### src/rtl/scs_pkg.sv
/*
 holds constants and carriers for the system clock source control block.
 assumes a single 100 MHz clock and an 8-bit special function register port.
*/
package scs_pkg;
    localparam logic [7:0] ADDR_INT_CTRL = 8'h8A;
    localparam logic [7:0] ADDR_INT_CAL = 8'h8B;
    localparam logic [7:0] ADDR_EXT_CTRL = 8'h8C;
    localparam logic [7:0] ADDR_CLK_SEL = 8'h8D;
    localparam logic [7:0] RST_INT_CTRL = 8'hC0;
    localparam logic [7:0] RST_EXT_CTRL = 8'h00;
    localparam logic [7:0] RST_CLK_SEL = 8'h00;
    // arbitrary neutral value, stands in for the factory trim
    localparam logic [7:0] RST_INT_CAL = 8'h80;
    localparam int BIT_INT_ON = 7;
    localparam int BIT_INT_RDY = 6;
    localparam int BIT_XTAL_VALID = 7;
    localparam int BIT_SRC = 0;
    localparam int CLK_MHZ = 100;
    // internal oscillator settle time in ns
    localparam int INT_SETTLE_NS = 100;
    localparam int INT_SETTLE_CYC = (INT_SETTLE_NS * CLK_MHZ + 999) / 1000;
    // crystal amplitude detection settle time in us
    localparam int XTAL_SETTLE_US = 500;
    localparam int XTAL_SETTLE_CYC = XTAL_SETTLE_US * CLK_MHZ;
    localparam logic [2:0] MODE_CMOS = 3'h2;
    localparam logic [2:0] MODE_CMOS_DIV2 = 3'h3;
    typedef struct packed {
        logic sel;
        logic wr;
        logic [7:0] addr;
        logic [7:0] wdata;
    } scs_bus_s;
endpackage

### src/rtl/scs_clk_div.sv
/*
 holds a divide-by-2^n enable generator.
 assumes an enable pulse stream at its input and an asynchronous active-low reset.
*/
`timescale 1ns/1ps
module scs_clk_div (
    input wire logic clk,
    input wire logic rst_n,
    input wire logic tick_in,
    input wire logic [1:0] log2_div,
    output logic tick_out
);
    logic [2:0] cnt;
    logic [2:0] mask;
    always_comb begin
        mask = 3'((4'h1 << log2_div) - 4'h1);
    end
    always_ff @(posedge clk or negedge rst_n) begin
        if (!rst_n) begin
            cnt <= 3'h0;
        end else if (tick_in) begin
            cnt <= (cnt & mask) == mask ? 3'h0 : 3'(cnt + 3'h1);
        end
    end
    always_comb begin
        tick_out = tick_in && ((cnt & mask) == mask);
    end
endmodule

### src/rtl/scs_top.sv
/*
 holds the system clock source control: registers, oscillator status,
 prescaler and source selection as clock enables.
 assumes synchronous osc tick inputs and a single-cycle register port.
*/
// Function
// - reset selects the internal oscillator as system clock source
// - calibration byte read/write, resets to factory trim value
// - prescale code 00 div8, 01 div4, 10 div2, 11 div1
// - control bit 7 enables or disables the internal oscillator
// - ready bit reads 1 only when oscillator settled, writes ignored
// - enable (8A bit 7) and select (8D bit 0) internal oscillator take two writes
// - select bit 0: 0 internal prescaled, 1 external
// - external clock still delivered to peripherals when internal selected
// - crystal valid flag read-only, set when crystal stable in 11x
// - mode field bits 6-4 selects off, cmos, cmos/2, rc/2, xtal, xtal/2
// - frequency range bits 2-0 set crystal drive band
// - same bits select rc band or capacitor factor in rc modes
// - external control bit 3 reads zero, writes ignored
`timescale 1ns/1ps
module scs_top #(
    parameter int XTAL_SETTLE = scs_pkg::XTAL_SETTLE_CYC
) (
    input wire logic clk,
    input wire logic rst_n,
    input wire scs_pkg::scs_bus_s bus,
    output logic [7:0] rdata,
    input wire logic int_osc_tick,
    input wire logic ext_osc_tick,
    output logic sysclk_en,
    output logic periph_ext_en,
    output logic int_osc_run,
    output logic [2:0] xosc_mode,
    output logic [2:0] xosc_range
);
    logic [7:0] int_ctrl;
    logic [7:0] int_cal;
    logic [6:0] ext_ctrl;
    logic src_bit;
    logic int_rdy;
    logic xtal_valid;
    logic [7:0] int_cnt;
    logic [31:0] xtal_cnt;
    logic ext_phase;
    logic ext_tick;
    logic int_div_tick;
    logic src_live;
    logic next_sys;
    logic wr_en;
    logic rd_en;
    logic hit_int_ctrl;
    logic hit_int_cal;
    logic hit_ext_ctrl;
    logic hit_clk_sel;
    assign wr_en = bus.sel && bus.wr;
    assign rd_en = bus.sel && !bus.wr;
    // register decode shared by the write paths
    always_comb begin
        hit_int_ctrl = 1'b0;
        hit_int_cal = 1'b0;
        hit_ext_ctrl = 1'b0;
        hit_clk_sel = 1'b0;
        if (bus.addr == scs_pkg::ADDR_INT_CTRL) begin
            hit_int_ctrl = 1'b1;
        end else if (bus.addr == scs_pkg::ADDR_INT_CAL) begin
            hit_int_cal = 1'b1;
        end else if (bus.addr == scs_pkg::ADDR_EXT_CTRL) begin
            hit_ext_ctrl = 1'b1;
        end else if (bus.addr == scs_pkg::ADDR_CLK_SEL) begin
            hit_clk_sel = 1'b1;
        end
    end
    always_ff @(posedge clk or negedge rst_n) begin
        if (!rst_n) begin
            int_ctrl <= scs_pkg::RST_INT_CTRL;
        end else if (wr_en && hit_int_ctrl) begin
            int_ctrl <= {bus.wdata[7], 5'h00, bus.wdata[1:0]};
        end
    end
    always_ff @(posedge clk or negedge rst_n) begin
        if (!rst_n) begin
            int_cal <= scs_pkg::RST_INT_CAL;
        end else if (wr_en && hit_int_cal) begin
            int_cal <= bus.wdata;
        end
    end
    always_ff @(posedge clk or negedge rst_n) begin
        if (!rst_n) begin
            ext_ctrl <= scs_pkg::RST_EXT_CTRL[6:0];
        end else if (wr_en && hit_ext_ctrl) begin
            ext_ctrl <= {bus.wdata[6:4], 1'b0, bus.wdata[2:0]};
        end
    end
    always_ff @(posedge clk or negedge rst_n) begin
        if (!rst_n) begin
            src_bit <= scs_pkg::RST_CLK_SEL[0];
        end else if (wr_en && hit_clk_sel) begin
            src_bit <= bus.wdata[scs_pkg::BIT_SRC];
        end
    end
    // internal ready: settle count after enable or calibration change
    always_ff @(posedge clk or negedge rst_n) begin
        if (!rst_n) begin
            int_cnt <= 8'h00;
        end else if (!int_ctrl[scs_pkg::BIT_INT_ON] || (wr_en && hit_int_cal)) begin
            int_cnt <= 8'h00;
        end else if (!int_rdy) begin
            int_cnt <= 8'(int_cnt + 8'h01);
        end
    end
    always_ff @(posedge clk or negedge rst_n) begin
        if (!rst_n) begin
            int_rdy <= 1'b1;
        end else if (!int_ctrl[scs_pkg::BIT_INT_ON] || (wr_en && hit_int_cal)) begin
            int_rdy <= 1'b0;
        end else if (!int_rdy) begin
            int_rdy <= int_cnt == 8'(scs_pkg::INT_SETTLE_CYC - 1);
        end
    end
    // crystal valid after settle in crystal modes only
    always_ff @(posedge clk or negedge rst_n) begin
        if (!rst_n) begin
            xtal_cnt <= 32'h0;
        end else if (ext_ctrl[6:5] != 2'b11) begin
            xtal_cnt <= 32'h0;
        end else if (!xtal_valid && ext_osc_tick) begin
            xtal_cnt <= 32'(xtal_cnt + 32'h1);
        end
    end
    always_ff @(posedge clk or negedge rst_n) begin
        if (!rst_n) begin
            xtal_valid <= 1'b0;
        end else if (ext_ctrl[6:5] != 2'b11) begin
            xtal_valid <= 1'b0;
        end else if (!xtal_valid && ext_osc_tick) begin
            xtal_valid <= xtal_cnt >= 32'(XTAL_SETTLE - 1);
        end
    end
    // external divide-by-2 stage per mode
    always_ff @(posedge clk or negedge rst_n) begin
        if (!rst_n) begin
            ext_phase <= 1'b0;
        end else if (ext_ctrl[6:5] == 2'b00) begin
            ext_phase <= 1'b0;
        end else if (ext_osc_tick) begin
            ext_phase <= ~ext_phase;
        end
    end
    always_comb begin
        case (ext_ctrl[6:4])
            scs_pkg::MODE_CMOS, 3'h6: ext_tick = ext_osc_tick;
            scs_pkg::MODE_CMOS_DIV2, 3'h4, 3'h5, 3'h7: ext_tick = ext_osc_tick && ext_phase;
            default: ext_tick = 1'b0;
        endcase
    end
    scs_clk_div u_div (
        .clk(clk),
        .rst_n(rst_n),
        .tick_in(int_osc_tick && int_ctrl[scs_pkg::BIT_INT_ON]),
        .log2_div(2'(~int_ctrl[1:0])),
        .tick_out(int_div_tick)
    );
    // source change taken only between clock enables
    always_ff @(posedge clk or negedge rst_n) begin
        if (!rst_n) begin
            src_live <= 1'b0;
        end else if (!int_div_tick && !ext_tick) begin
            src_live <= src_bit;
        end
    end
    always_comb begin
        next_sys = src_live ? ext_tick : int_div_tick;
    end
    always_ff @(posedge clk or negedge rst_n) begin
        if (!rst_n) begin
            sysclk_en <= 1'b0;
        end else begin
            sysclk_en <= next_sys;
        end
    end
    always_ff @(posedge clk or negedge rst_n) begin
        if (!rst_n) begin
            periph_ext_en <= 1'b0;
        end else begin
            periph_ext_en <= ext_tick;
        end
    end
    always_ff @(posedge clk or negedge rst_n) begin
        if (!rst_n) begin
            int_osc_run <= 1'b1;
        end else begin
            int_osc_run <= int_ctrl[scs_pkg::BIT_INT_ON];
        end
    end
    always_ff @(posedge clk or negedge rst_n) begin
        if (!rst_n) begin
            xosc_mode <= 3'h0;
            xosc_range <= 3'h0;
        end else begin
            xosc_mode <= ext_ctrl[6:4];
            xosc_range <= ext_ctrl[2:0];
        end
    end
    always_ff @(posedge clk or negedge rst_n) begin
        if (!rst_n) begin
            rdata <= 8'h00;
        end else if (rd_en) begin
            if (bus.addr == scs_pkg::ADDR_INT_CTRL) begin
                rdata <= {int_ctrl[7], int_rdy, 4'h0, int_ctrl[1:0]};
            end else if (bus.addr == scs_pkg::ADDR_INT_CAL) begin
                rdata <= int_cal;
            end else if (bus.addr == scs_pkg::ADDR_EXT_CTRL) begin
                rdata <= {xtal_valid, ext_ctrl[6:4], 1'b0, ext_ctrl[2:0]};
            end else if (bus.addr == scs_pkg::ADDR_CLK_SEL) begin
                rdata <= {7'h00, src_bit};
            end else begin
                rdata <= 8'h00;
            end
        end
    end
endmodule

### config.mk
export PLATFORM = sky130hd
export DESIGN_NAME = scs_top
export DESIGN_NICKNAME = d
export VERILOG_FILES = /design/src/rtl/scs_pkg.sv /design/src/rtl/scs_clk_div.sv /design/src/rtl/scs_top.sv
export SDC_FILE = /design/constraint.sdc
export NUM_CORES = 1
export LEC_CHECK = 0
export BUFFER_PORTS_ARGS = -buffer_cell sky130_fd_sc_hd__buf_2
export CAP_MARGIN = 10
export CELL_PAD_IN_SITES_DETAIL_PLACEMENT = 0
export CELL_PAD_IN_SITES_GLOBAL_PLACEMENT = 1
export CORE_MARGIN = 2
export CORE_UTILIZATION = 46
export CTS_CLUSTER_SIZE = 40
export DETAILED_ROUTE_END_ITERATION = 12
export PLACE_DENSITY_LB_ADDON = 0.1
export SLEW_MARGIN = 20
export SYNTH_ARGS = -nofsm -noshare
export SYNTH_HDL_FRONTEND = slang
export SYNTH_SLANG_ARGS = --single-unit
### constraint.sdc
create_clock -name clk -period 2.44 [get_ports clk]
set_clock_uncertainty 0.2 [all_clocks]
set_input_delay 0.244 -clock clk [delete_from_list [all_inputs] [get_ports clk]]
set_output_delay 0.244 -clock clk [all_outputs]
set_load 0.005 [all_outputs]
* Word level (Yosys, flattened, before mapping)
Cells that the tools add are included.
Cells by class: $add $sub $neg 4, shift-type cells 1, reduce and logical (&&, ||, !) cells 22, order comparisons 1, muxes and demuxes 27, equal/unequal tests 14, bitwise logic cells 3
Operator list (number):
- two-way mux 32 bit | 2
- two-way mux 8 bit | 5
- adder 32 x 1 -> 32 bit, second input constant | 1
- equality test 8 bit, second input constant | 4
- greater-or-equal comparator 32 x 16 -> 1 bit, second input constant | 1
- two-way mux 1 bit | 18
- equality test 3 bit, second input constant | 4
- logical AND 1 bit | 11
- adder 8 x 1 -> 8 bit, second input constant | 1
- equality test 8 x 4 -> 1 bit, second input constant | 1
- equality test 3 x 2 -> 1 bit, second input constant | 2
- zero test 1 bit | 5
- nonzero test 2 bit | 2
- OR reduction 4 bit | 1
- adder 3 x 1 -> 3 bit, second input constant | 1
- bitwise AND 3 bit | 1
- equality test 3 bit | 1
- two-way mux 3 bit | 1
- << shifter 1 x 2 -> 3 bit, first input constant | 1
- subtractor 3 x 1 -> 3 bit, second input constant | 1
- zero test 2 bit | 1
- inequality test 2 x 1 -> 1 bit, second input constant | 1
- inequality test 2 bit, second input constant | 1
- inverter 2 bit | 1
- other kinds (4) | 4
Word-level totals: flip-flop bits (word level) 83, logic and storage cells 89, bits of input ports 22

* Logic depth before layout (Yosys ltp)
Gate-level depths: netlist (run 1).
depth after elaboration 8, depth in mapped cells 6, mapped depth without buffers 5

* Cells and area by module
Synthesis (run 1) repeated with hierarchy kept, for this count alone.
Second synthesis, totals: cell total of the unflattened synthesis 367, area total of the unflattened synthesis 4016.4 sq um
Modules (own cells, without submodules):
- scs_top | area an instance 3851.2 sq um, seq. area each 1981.9 sq um, cells each 350, instances 1
- scs_clk_div | area an instance 165.2 sq um, seq. area each 75.1 sq um, cells each 17, instances 1

* Worst setup path before layout (run 1)
Ideal clock, no wire load.
path kind reg-to-reg, start register xtal_cnt[0], end register xtal_cnt[24], buffers on the path 1, library setup time 78 ps, cell stages (with the launch flop) 7, slack 240 ps, arrival time 1922 ps, data required time 2162 ps, path through dfrtp_1 -> ha_1 -> nand3_2 -> or4_1 -> buf_2 -> or4_1 -> a21oi_1
Between the ends: word-level cells in the longest chain between the ends 3
Ends and longest elaborated chain:
- from (decl) | line scs_top.sv:43 | logic [31:0] xtal_cnt;
- from (signal assigned) | line scs_top.sv:127 | xtal_cnt <= 32'(xtal_cnt + 32'h1);
- adder 32 x 1 -> 32 bit | line scs_top.sv:127
- two-way mux 32 bit | line scs_top.sv:126 | end else if (!xtal_valid && ext_osc_tick) begin
- two-way mux 32 bit | line scs_top.sv:124 | end else if (ext_ctrl[6:5] != 2'b11) begin
Every way passes these cells. The select of a mux whose other input is x is not followed. A chain may end at the register's enable or synchronous reset.

* Worst setup path after layout (run 1)
Ends and elaborated chain as after synthesis.

==> metrics.md, run 1 <==
| Metric | Value |
|---|---|
| Clock Tree Root | clkbuf_8 |
| Area share of and/or/nand/nor cells after synthesis | 0.221 |
| Clock network power share | 0.459 |
| Leakage | 2.05 nW |
| Chip height | 96.5 um |
| Antenna Cells | 0 |
| CTS clock-pin slew for the worst setup and hold paths | 0.09 ns |
| Sw Share | 0.211 |
| Die ar. | 0.00931 mm^2 |
| Ys async rst share | 1.00 |
| Top Ports | 39 |
| Share of the synthesized area in the top cell type | 0.496 |
| Final worst path period share | 0.909 |
| Synth warn | 0 |
| Worst r2r path cells | 5 |
| Max H-tree Level | 3 |
| Xor/xnor share of the synthesized area | 0.0423 |
| First-pass GRT wire length | 14.6 mm |
| CP delay by family, top | simple AND/OR/NAND/NOR gates |
| GP Congestion | 0.802 |
| Max stage delay cell, worst path | or4_4 |
| Crit path cell chain | ha_1 > nand3_2 > or4_4 > or4_1 > a21oi_1 |
| Cells after Synth | 384 |
| Worst hold-check path type | in2reg |
| CP Data Required Time | 2.52 ns |
| Sw Pwr | 596 uW |
| Count leader, synth | dfrtp_1 |
| Number of distinct library cells after synthesis | 48 |
| Actual slew at the worst max-slew pin | 0.543 ns |
| Area of the multi-input gates | 0.00181 mm^2 |
| Row cnt | 33 |
| Initial Util | 0.477 |
| Worst r2r src | xtal_cnt[0] |
| DRT Pass-1 Iters | 4 |
| Final std cells w/o fill | 560 |
| Total GRT Usage | 0.203 |
| Wire per inst | 15.0 um |
| Fillers | 771 |
| Final Setup Violations | 0 |
| Hold Violations, Final | 0 |
| Startpoint types | flop |
| Register share of total power | 0.495 |
| CTS tree | done |
| Setup CP Type | reg2reg |
| Main combinational cell family by area after synthesis | simple AND/OR/NAND/NOR gates |
| RSZ-0062 raised after global routing | no |
| Vias per cell | 5.52 |
| Clock buffer depth | 2 |
| Die span in x | 96.5 um |
| Post-synth EDFFs | 0 |
| Post-DP HPWL | 5.98 mm |
| Critical Path Fanout Max | 10 |
| Fin nets | 476 |
| CP endpoint kind | flop |
| Clk_lat worst skew | 0.35 ns |
| Synth cell count leaders | dfrtp_1 (78), nand2_1 (34), nor2_1 (30) |
| Slew headroom | 0.638 |
| Max-cap check violation count | 0 |
| Synth top area cells | dfrtp_1 (50%), mux2_2 (4.9%), a21oi_1 (3.4%), nand2_1 (3.2%), nor2_1 (2.9%) |
| Register area | 0.00206 mm^2 |
| Number of buffers created by CTS | 9 |
| Yosys top cell by area | dfrtp_1 |
| Syn-to-layout area delta | 20.6% |
| DRC | 0 |
| Register-to-register setup slack | 0.22 ns |
| Remaining Overflow, GRT | 0 |
| Worst Setup SP | xtal_cnt[0] |
| Max Slew Vio Count | 0 |
| Critical Path Sink | xtal_cnt[24] |
| Status | completed |
| Post-synthesis sequential area ratio | 0.523 |
| Worst IR Drop VDD | 0.301 mV |
| Crit path depth | 5 |
| Combinational power share | 0.047 |
| Mapped Avg Cell Area | 10.2 um^2 |
| Reg2Reg Capture Point | xtal_cnt[24] |
| PortBufs | 38 |
| Mapped Area | 0.00394 mm^2 |
| Fmax | 451 MHz |
| Min Tclk post-route | 2.22 ns |
| Int Power | 2.22 mW |
| Post-route setup TNS | 0 ns |
| Vias | 3091 |
| Share of post-route cells with drive strength above 1 | 0.224 |
| Largest net degree at the start of global routing | 43 |
| Buffers & Inverters on Critical Path | 0 |
| Slowest stage delay, CP | 0.59 ns |
| Vias in the first global route | 3027 |
| Antenna-violating nets left | 0 |
| Post-Synth Adder-Cell Area | 0.0127 |
| Crit path DAT | 2.29 ns |
| Post-synthesis compound-gate area fraction | 0.125 |
| Syn nets | 410 |
| Mux share of post-synthesis cell area | 0.0563 |
| Clock sinks | 82 |
| Pwr/cell area | 594 mW/mm^2 |
| Core Box Area | 0.00826 mm^2 |
| Yosys reg bits | 82 |
| Initial antenna violation count | 0 |
| Routed wire length | 8.43 mm |
| Drt first-iter violations | 151 |
| Synth Flop Type | dfrtp_1 |
| Placed Cells | 533 |
## state kept, by name, summed over array words and instances (netlist names)
name,count
xtal_cnt,32
int_cal,8
int_cnt,8
rdata,8
ext_ctrl,6
int_ctrl,3
u_div.cnt,3
xosc_mode,3
xosc_range,3
ext_phase,1
int_osc_run,1
int_rdy,1
periph_ext_en,1
src_bit,1
src_live,1
sysclk_en,1
xtal_valid,1
## worst min-delay path by stage
stage / startpoint / endpoint / slack, ns / cells past startpoint
3_5_place_dp: rst_n / xosc_range[1] / 0.06 / 1
5_1_grt: ext_osc_tick / ext_phase / 0.1 / 3
4_1_cts: ext_osc_tick / ext_phase / 0.03 / 3
2_1_floorplan: rst_n / ext_ctrl[0] / -0.25 / 0
6_report: ext_osc_tick / ext_phase / 0.05 / 3
3_3_place_gp: rst_n / xosc_range[1] / 0.06 / 1
## layer usage
metal  global-route usage  vias up  wire length, um
met5                    0        -                0
met4               0.0692        0               85
met1                0.289     1485             4300
li1                     -     1554                -
met2                0.316       42             3800
met3               0.0334       10              233
## cell type report
type | count | share of cell area
Tap cell | 105 | 0.0277
Sequential cell | 82 | 0.434
Clock buffer | 10 | 0.0269
Multi-Input combinational cell | 282 | 0.382
Timing Repair Buffer | 67 | 0.0949
Inverter | 8 | 0.00633
Clock inverter | 6 | 0.0290
## kinds of logic (layout without fill, tap and decap cells)
group / after synthesis / count (layout)
flops: 82 / 82
mux: 20 / 20
buf+inv: 20 / 91
simple gates: 160 / 160
fa+ha+maj: 4 / 4
compound gates: 79 / 79
xor+xnor: 19 / 19
## what timing repair did
| item | in CTS | in global routing |
|---|---|---|
| hold buffers | 11 | 0 |
| hold endpoints to repair | 59 | 0 |
| setup endpoints to repair | 0 | 1 |
| buffers inserted | 0 | 0 |
| gates resized for setup | 0 | 1 |
## metrics by stage
stage                     utilization  hold slack (ns)  setup slack (ns)  power, mW  area, um^2
after floorplan                     -           -0.252             0.240       1.46        3940
after global placement          0.529           0.0573             0.145       1.54        4370
after detailed placement        0.529           0.0630             0.111       1.54        4370
after CTS                       0.574           0.0316             0.105       2.85        4740
after global routing            0.575           0.0965             0.100       2.92        4740
final                           0.575           0.0471             0.222       2.82        4740
## tightest hold or removal path, stage by stage
cell and delay [ns]:
buf_2 0.15, xnor2_1 0.14, nor2_1 0.04
## power by group through the flow
stage	Clock [mW]	Combinational, mW	Sequential, mW
6_report	1.29	0.132	1.39
3_3_place_gp	0	0.118	1.42
4_1_cts	1.33	0.134	1.39
5_1_grt	1.37	0.152	1.40
2_1_floorplan	0	0.0465	1.42
3_5_place_dp	0	0.120	1.42
## cells in the final DEF, fill, tap and decap left out, drive strengths merged, types with 11 or more instances in the layout
cell / count
or3: 12
nand2: 34
dfrtp: 78
or4: 11
dlygate4sd3: 11
buf: 56
nand3: 19
nor2: 30
nor4: 12
mux2: 17
o21ai: 22
a21oi: 27
(Power assumes the default switching activity.)
==> run 2: changes to the inputs <==
==> constraint.sdc (replaced) <==
create_clock -name clk -period 2.44 [get_ports clk]
set_clock_uncertainty 0.2 [all_clocks]
set_input_delay 0.122 -clock clk [delete_from_list [all_inputs] [get_ports clk]]
set_output_delay 0.122 -clock clk [all_outputs]
set_load 0.005 [all_outputs]
==> run 2 against run 1 <==
Wire length rose by 1.8%. Global-route usage rose by 0.19 points. Combinational power hardly changed. Fmax is 0.97% lower. Worst setup slack worse by 0.022 ns. Critical path type unchanged. First-iteration DRC count down 38%. Power decreased by 2.8%. Clock power shrank 6%.
==> metrics.md, run 2 (synthesis gave the netlist of run 1 again) <==
| Metric | Value |
|---|---|
| Status | completed |
| Post-DP HPWL | 6.07 mm |
| Vias per cell | 5.46 |
| First-pass GRT wire length | 14.5 mm |
| Worst r2r path cells | 5 |
| Row cnt | 33 |
| Placed Cells | 532 |
| Final Setup Violations | 0 |
| Actual slew at the worst max-slew pin | 0.701 ns |
| Top Ports | 39 |
| Pwr/cell area | 578 mW/mm^2 |
| Antenna Cells | 0 |
| Commonest non-fill, non-tap cells in the layout | dfrtp_1 (78), buf_2 (37), nand2_1 (34) |
| Drt first-iter violations | 93 |
| Antenna-violating nets left | 0 |
| Die ar. | 0.00931 mm^2 |
| DRT Pass-1 Iters | 4 |
| Worst IR Drop VDD | 0.291 mV |
| Share of post-route cells with drive strength above 1 | 0.224 |
| Total GRT Usage | 0.205 |
| Final worst path period share | 0.918 |
| Critical Path Fanout Max | 10 |
| DRC | 0 |
| Max H-tree Level | 3 |
| Most common cell after layout, fill and taps aside | dfrtp_1 |
| CP endpoint kind | flop |
| Worst Setup SP | xtal_cnt[0] |
| Slowest stage delay, CP | 0.59 ns |
| Clk_lat worst skew | 0.36 ns |
| Hold Path Origin | bus[16] |
| Hold Violations, Final | 0 |
| Hold path depth | 4 |
| Number of buffers created by CTS | 9 |
| Max reg flops | 32 |
| Clock Tree Root | clkbuf_8 |
| Setup CP Type | reg2reg |
| Post-route setup TNS | 0 ns |
| Wire per inst | 15.3 um |
| Reg2Reg Capture Point | xtal_cnt[24] |
| GP Congestion | 0.840 |
| Die span in x | 96.5 um |
| Largest net degree at the start of global routing | 43 |
| Initial antenna violation count | 0 |
| Fmax | 446 MHz |
| Worst hold endpoint | ext_ctrl[0] |
| Remaining Overflow, GRT | 0 |
| Max-cap check violation count | 0 |
| Max stage delay cell, worst path | or4_4 |
| Clock sinks | 82 |
| RSZ-0062 raised after global routing | no |
| Syn-to-layout area delta | 20.5% |
| Worst r2r src | xtal_cnt[0] |
| Crit path DAT | 2.30 ns |
| CTS tree | done |
| Postcts setup bufs | 0 |
| Clock buffer depth | 2 |
| Startpoint types | flop |
| Routed wire length | 8.58 mm |
| Top reg by flops | xtal_cnt |
| Crit path cell chain | ha_1 > nand3_2 > or4_4 > or4_1 > a21oi_1 |
| Core Box Area | 0.00826 mm^2 |
| CTS clock-pin slew for the worst setup and hold paths | 0.10 ns |
| Vias | 3063 |
| Fin nets | 477 |
| Chip height | 96.5 um |
| Register-to-register setup slack | 0.20 ns |
| Leakage | 2.06 nW |
| Worst hold-check path type | in2reg |
| Final std cells w/o fill | 561 |
| PortBufs | 38 |
| Slew headroom | 0.532 |
| Vias in the first global route | 2984 |
| Initial Util | 0.477 |
| Min Tclk post-route | 2.24 ns |
| CP Data Required Time | 2.50 ns |
| Max Slew Vio Count | 0 |
-- run 2: changes by cell type in the layout (fill, tap and decap cells not counted), sizes merged --
cell         change
dlygate4sd3      +2
bufinv           -1
buf              -1
clkinv           +1
-- run 2: worst max-delay path: cells and delay by family, from the launching register on --
kind	cells	cell delay, ns
AO/OA/AOI/OAI	1	0.16
adder cells (fa/ha/maj)	1	0.22
AND/OR/NAND/NOR	3	1.16
flip-flops	1	0.41
-- run 2: power by group --
group / switching, mW / internal, mW
combinational: 0.0780 / 0.0558
sequential: 0.0153 / 1.38
clock: 0.500 / 0.712
-- run 2: how the worst max path moves through the flow --
| stage | to | cells past startpoint | slack (ns) |
|---|---|---|---|
| after floorplan | xtal_cnt[24] | 6 | 0.24 |
| after global placement | xtal_cnt[24] | 5 | 0.13 |
| after detailed placement | xtal_cnt[24] | 5 | 0.06 |
| after CTS | xtal_cnt[24] | 5 | 0.06 |
| after global routing | xtal_cnt[24] | 5 | 0.07 |
| final | xtal_cnt[24] | 5 | 0.20 |
-- run 2: stage by stage --
step	hold slack (ns)	setup WS, ns	cell area (um^2)	power, mW	utilization
detailed placement	-0.0611	0.0595	4360	1.54	0.528
global route	0.0604	0.0718	4740	2.86	0.574
floorplan	-0.374	0.240	3940	1.46	-
finish	0.0362	0.200	4740	2.74	0.574
CTS	0.0189	0.0601	4740	2.78	0.574
global placement	-0.0667	0.129	4360	1.54	0.528
-- run 2: per-layer routing --
layer	GRT usage	vias to the layer above	share of wire	wire length, um
met4	0.0681	0	0.012	103
met2	0.331	35	0.46	3970
met1	0.281	1476	0.50	4320
li1	-	1543	-	-
met5	0	-	0	0
met3	0.0341	9	0.022	186
-- run 2: final cells by class --
type,instances,area (um^2)
fill,738,3520
sequential,82,2060
multi-input combinational,282,1810
timing repair buffer,68,463
clock buffer,10,138
tap,105,131
clock inverter,6,113
inverter,8,30.0
-- run 2: timing repair --
| item | 4_1_cts | 5_1_grt |
|---|---|---|
| hold buffers | 13 | 0 |
| setup endpoints to repair | 0 | 2 |
| resized for setup | 0 | 1 |
| hold endpoints to repair | 102 | 0 |
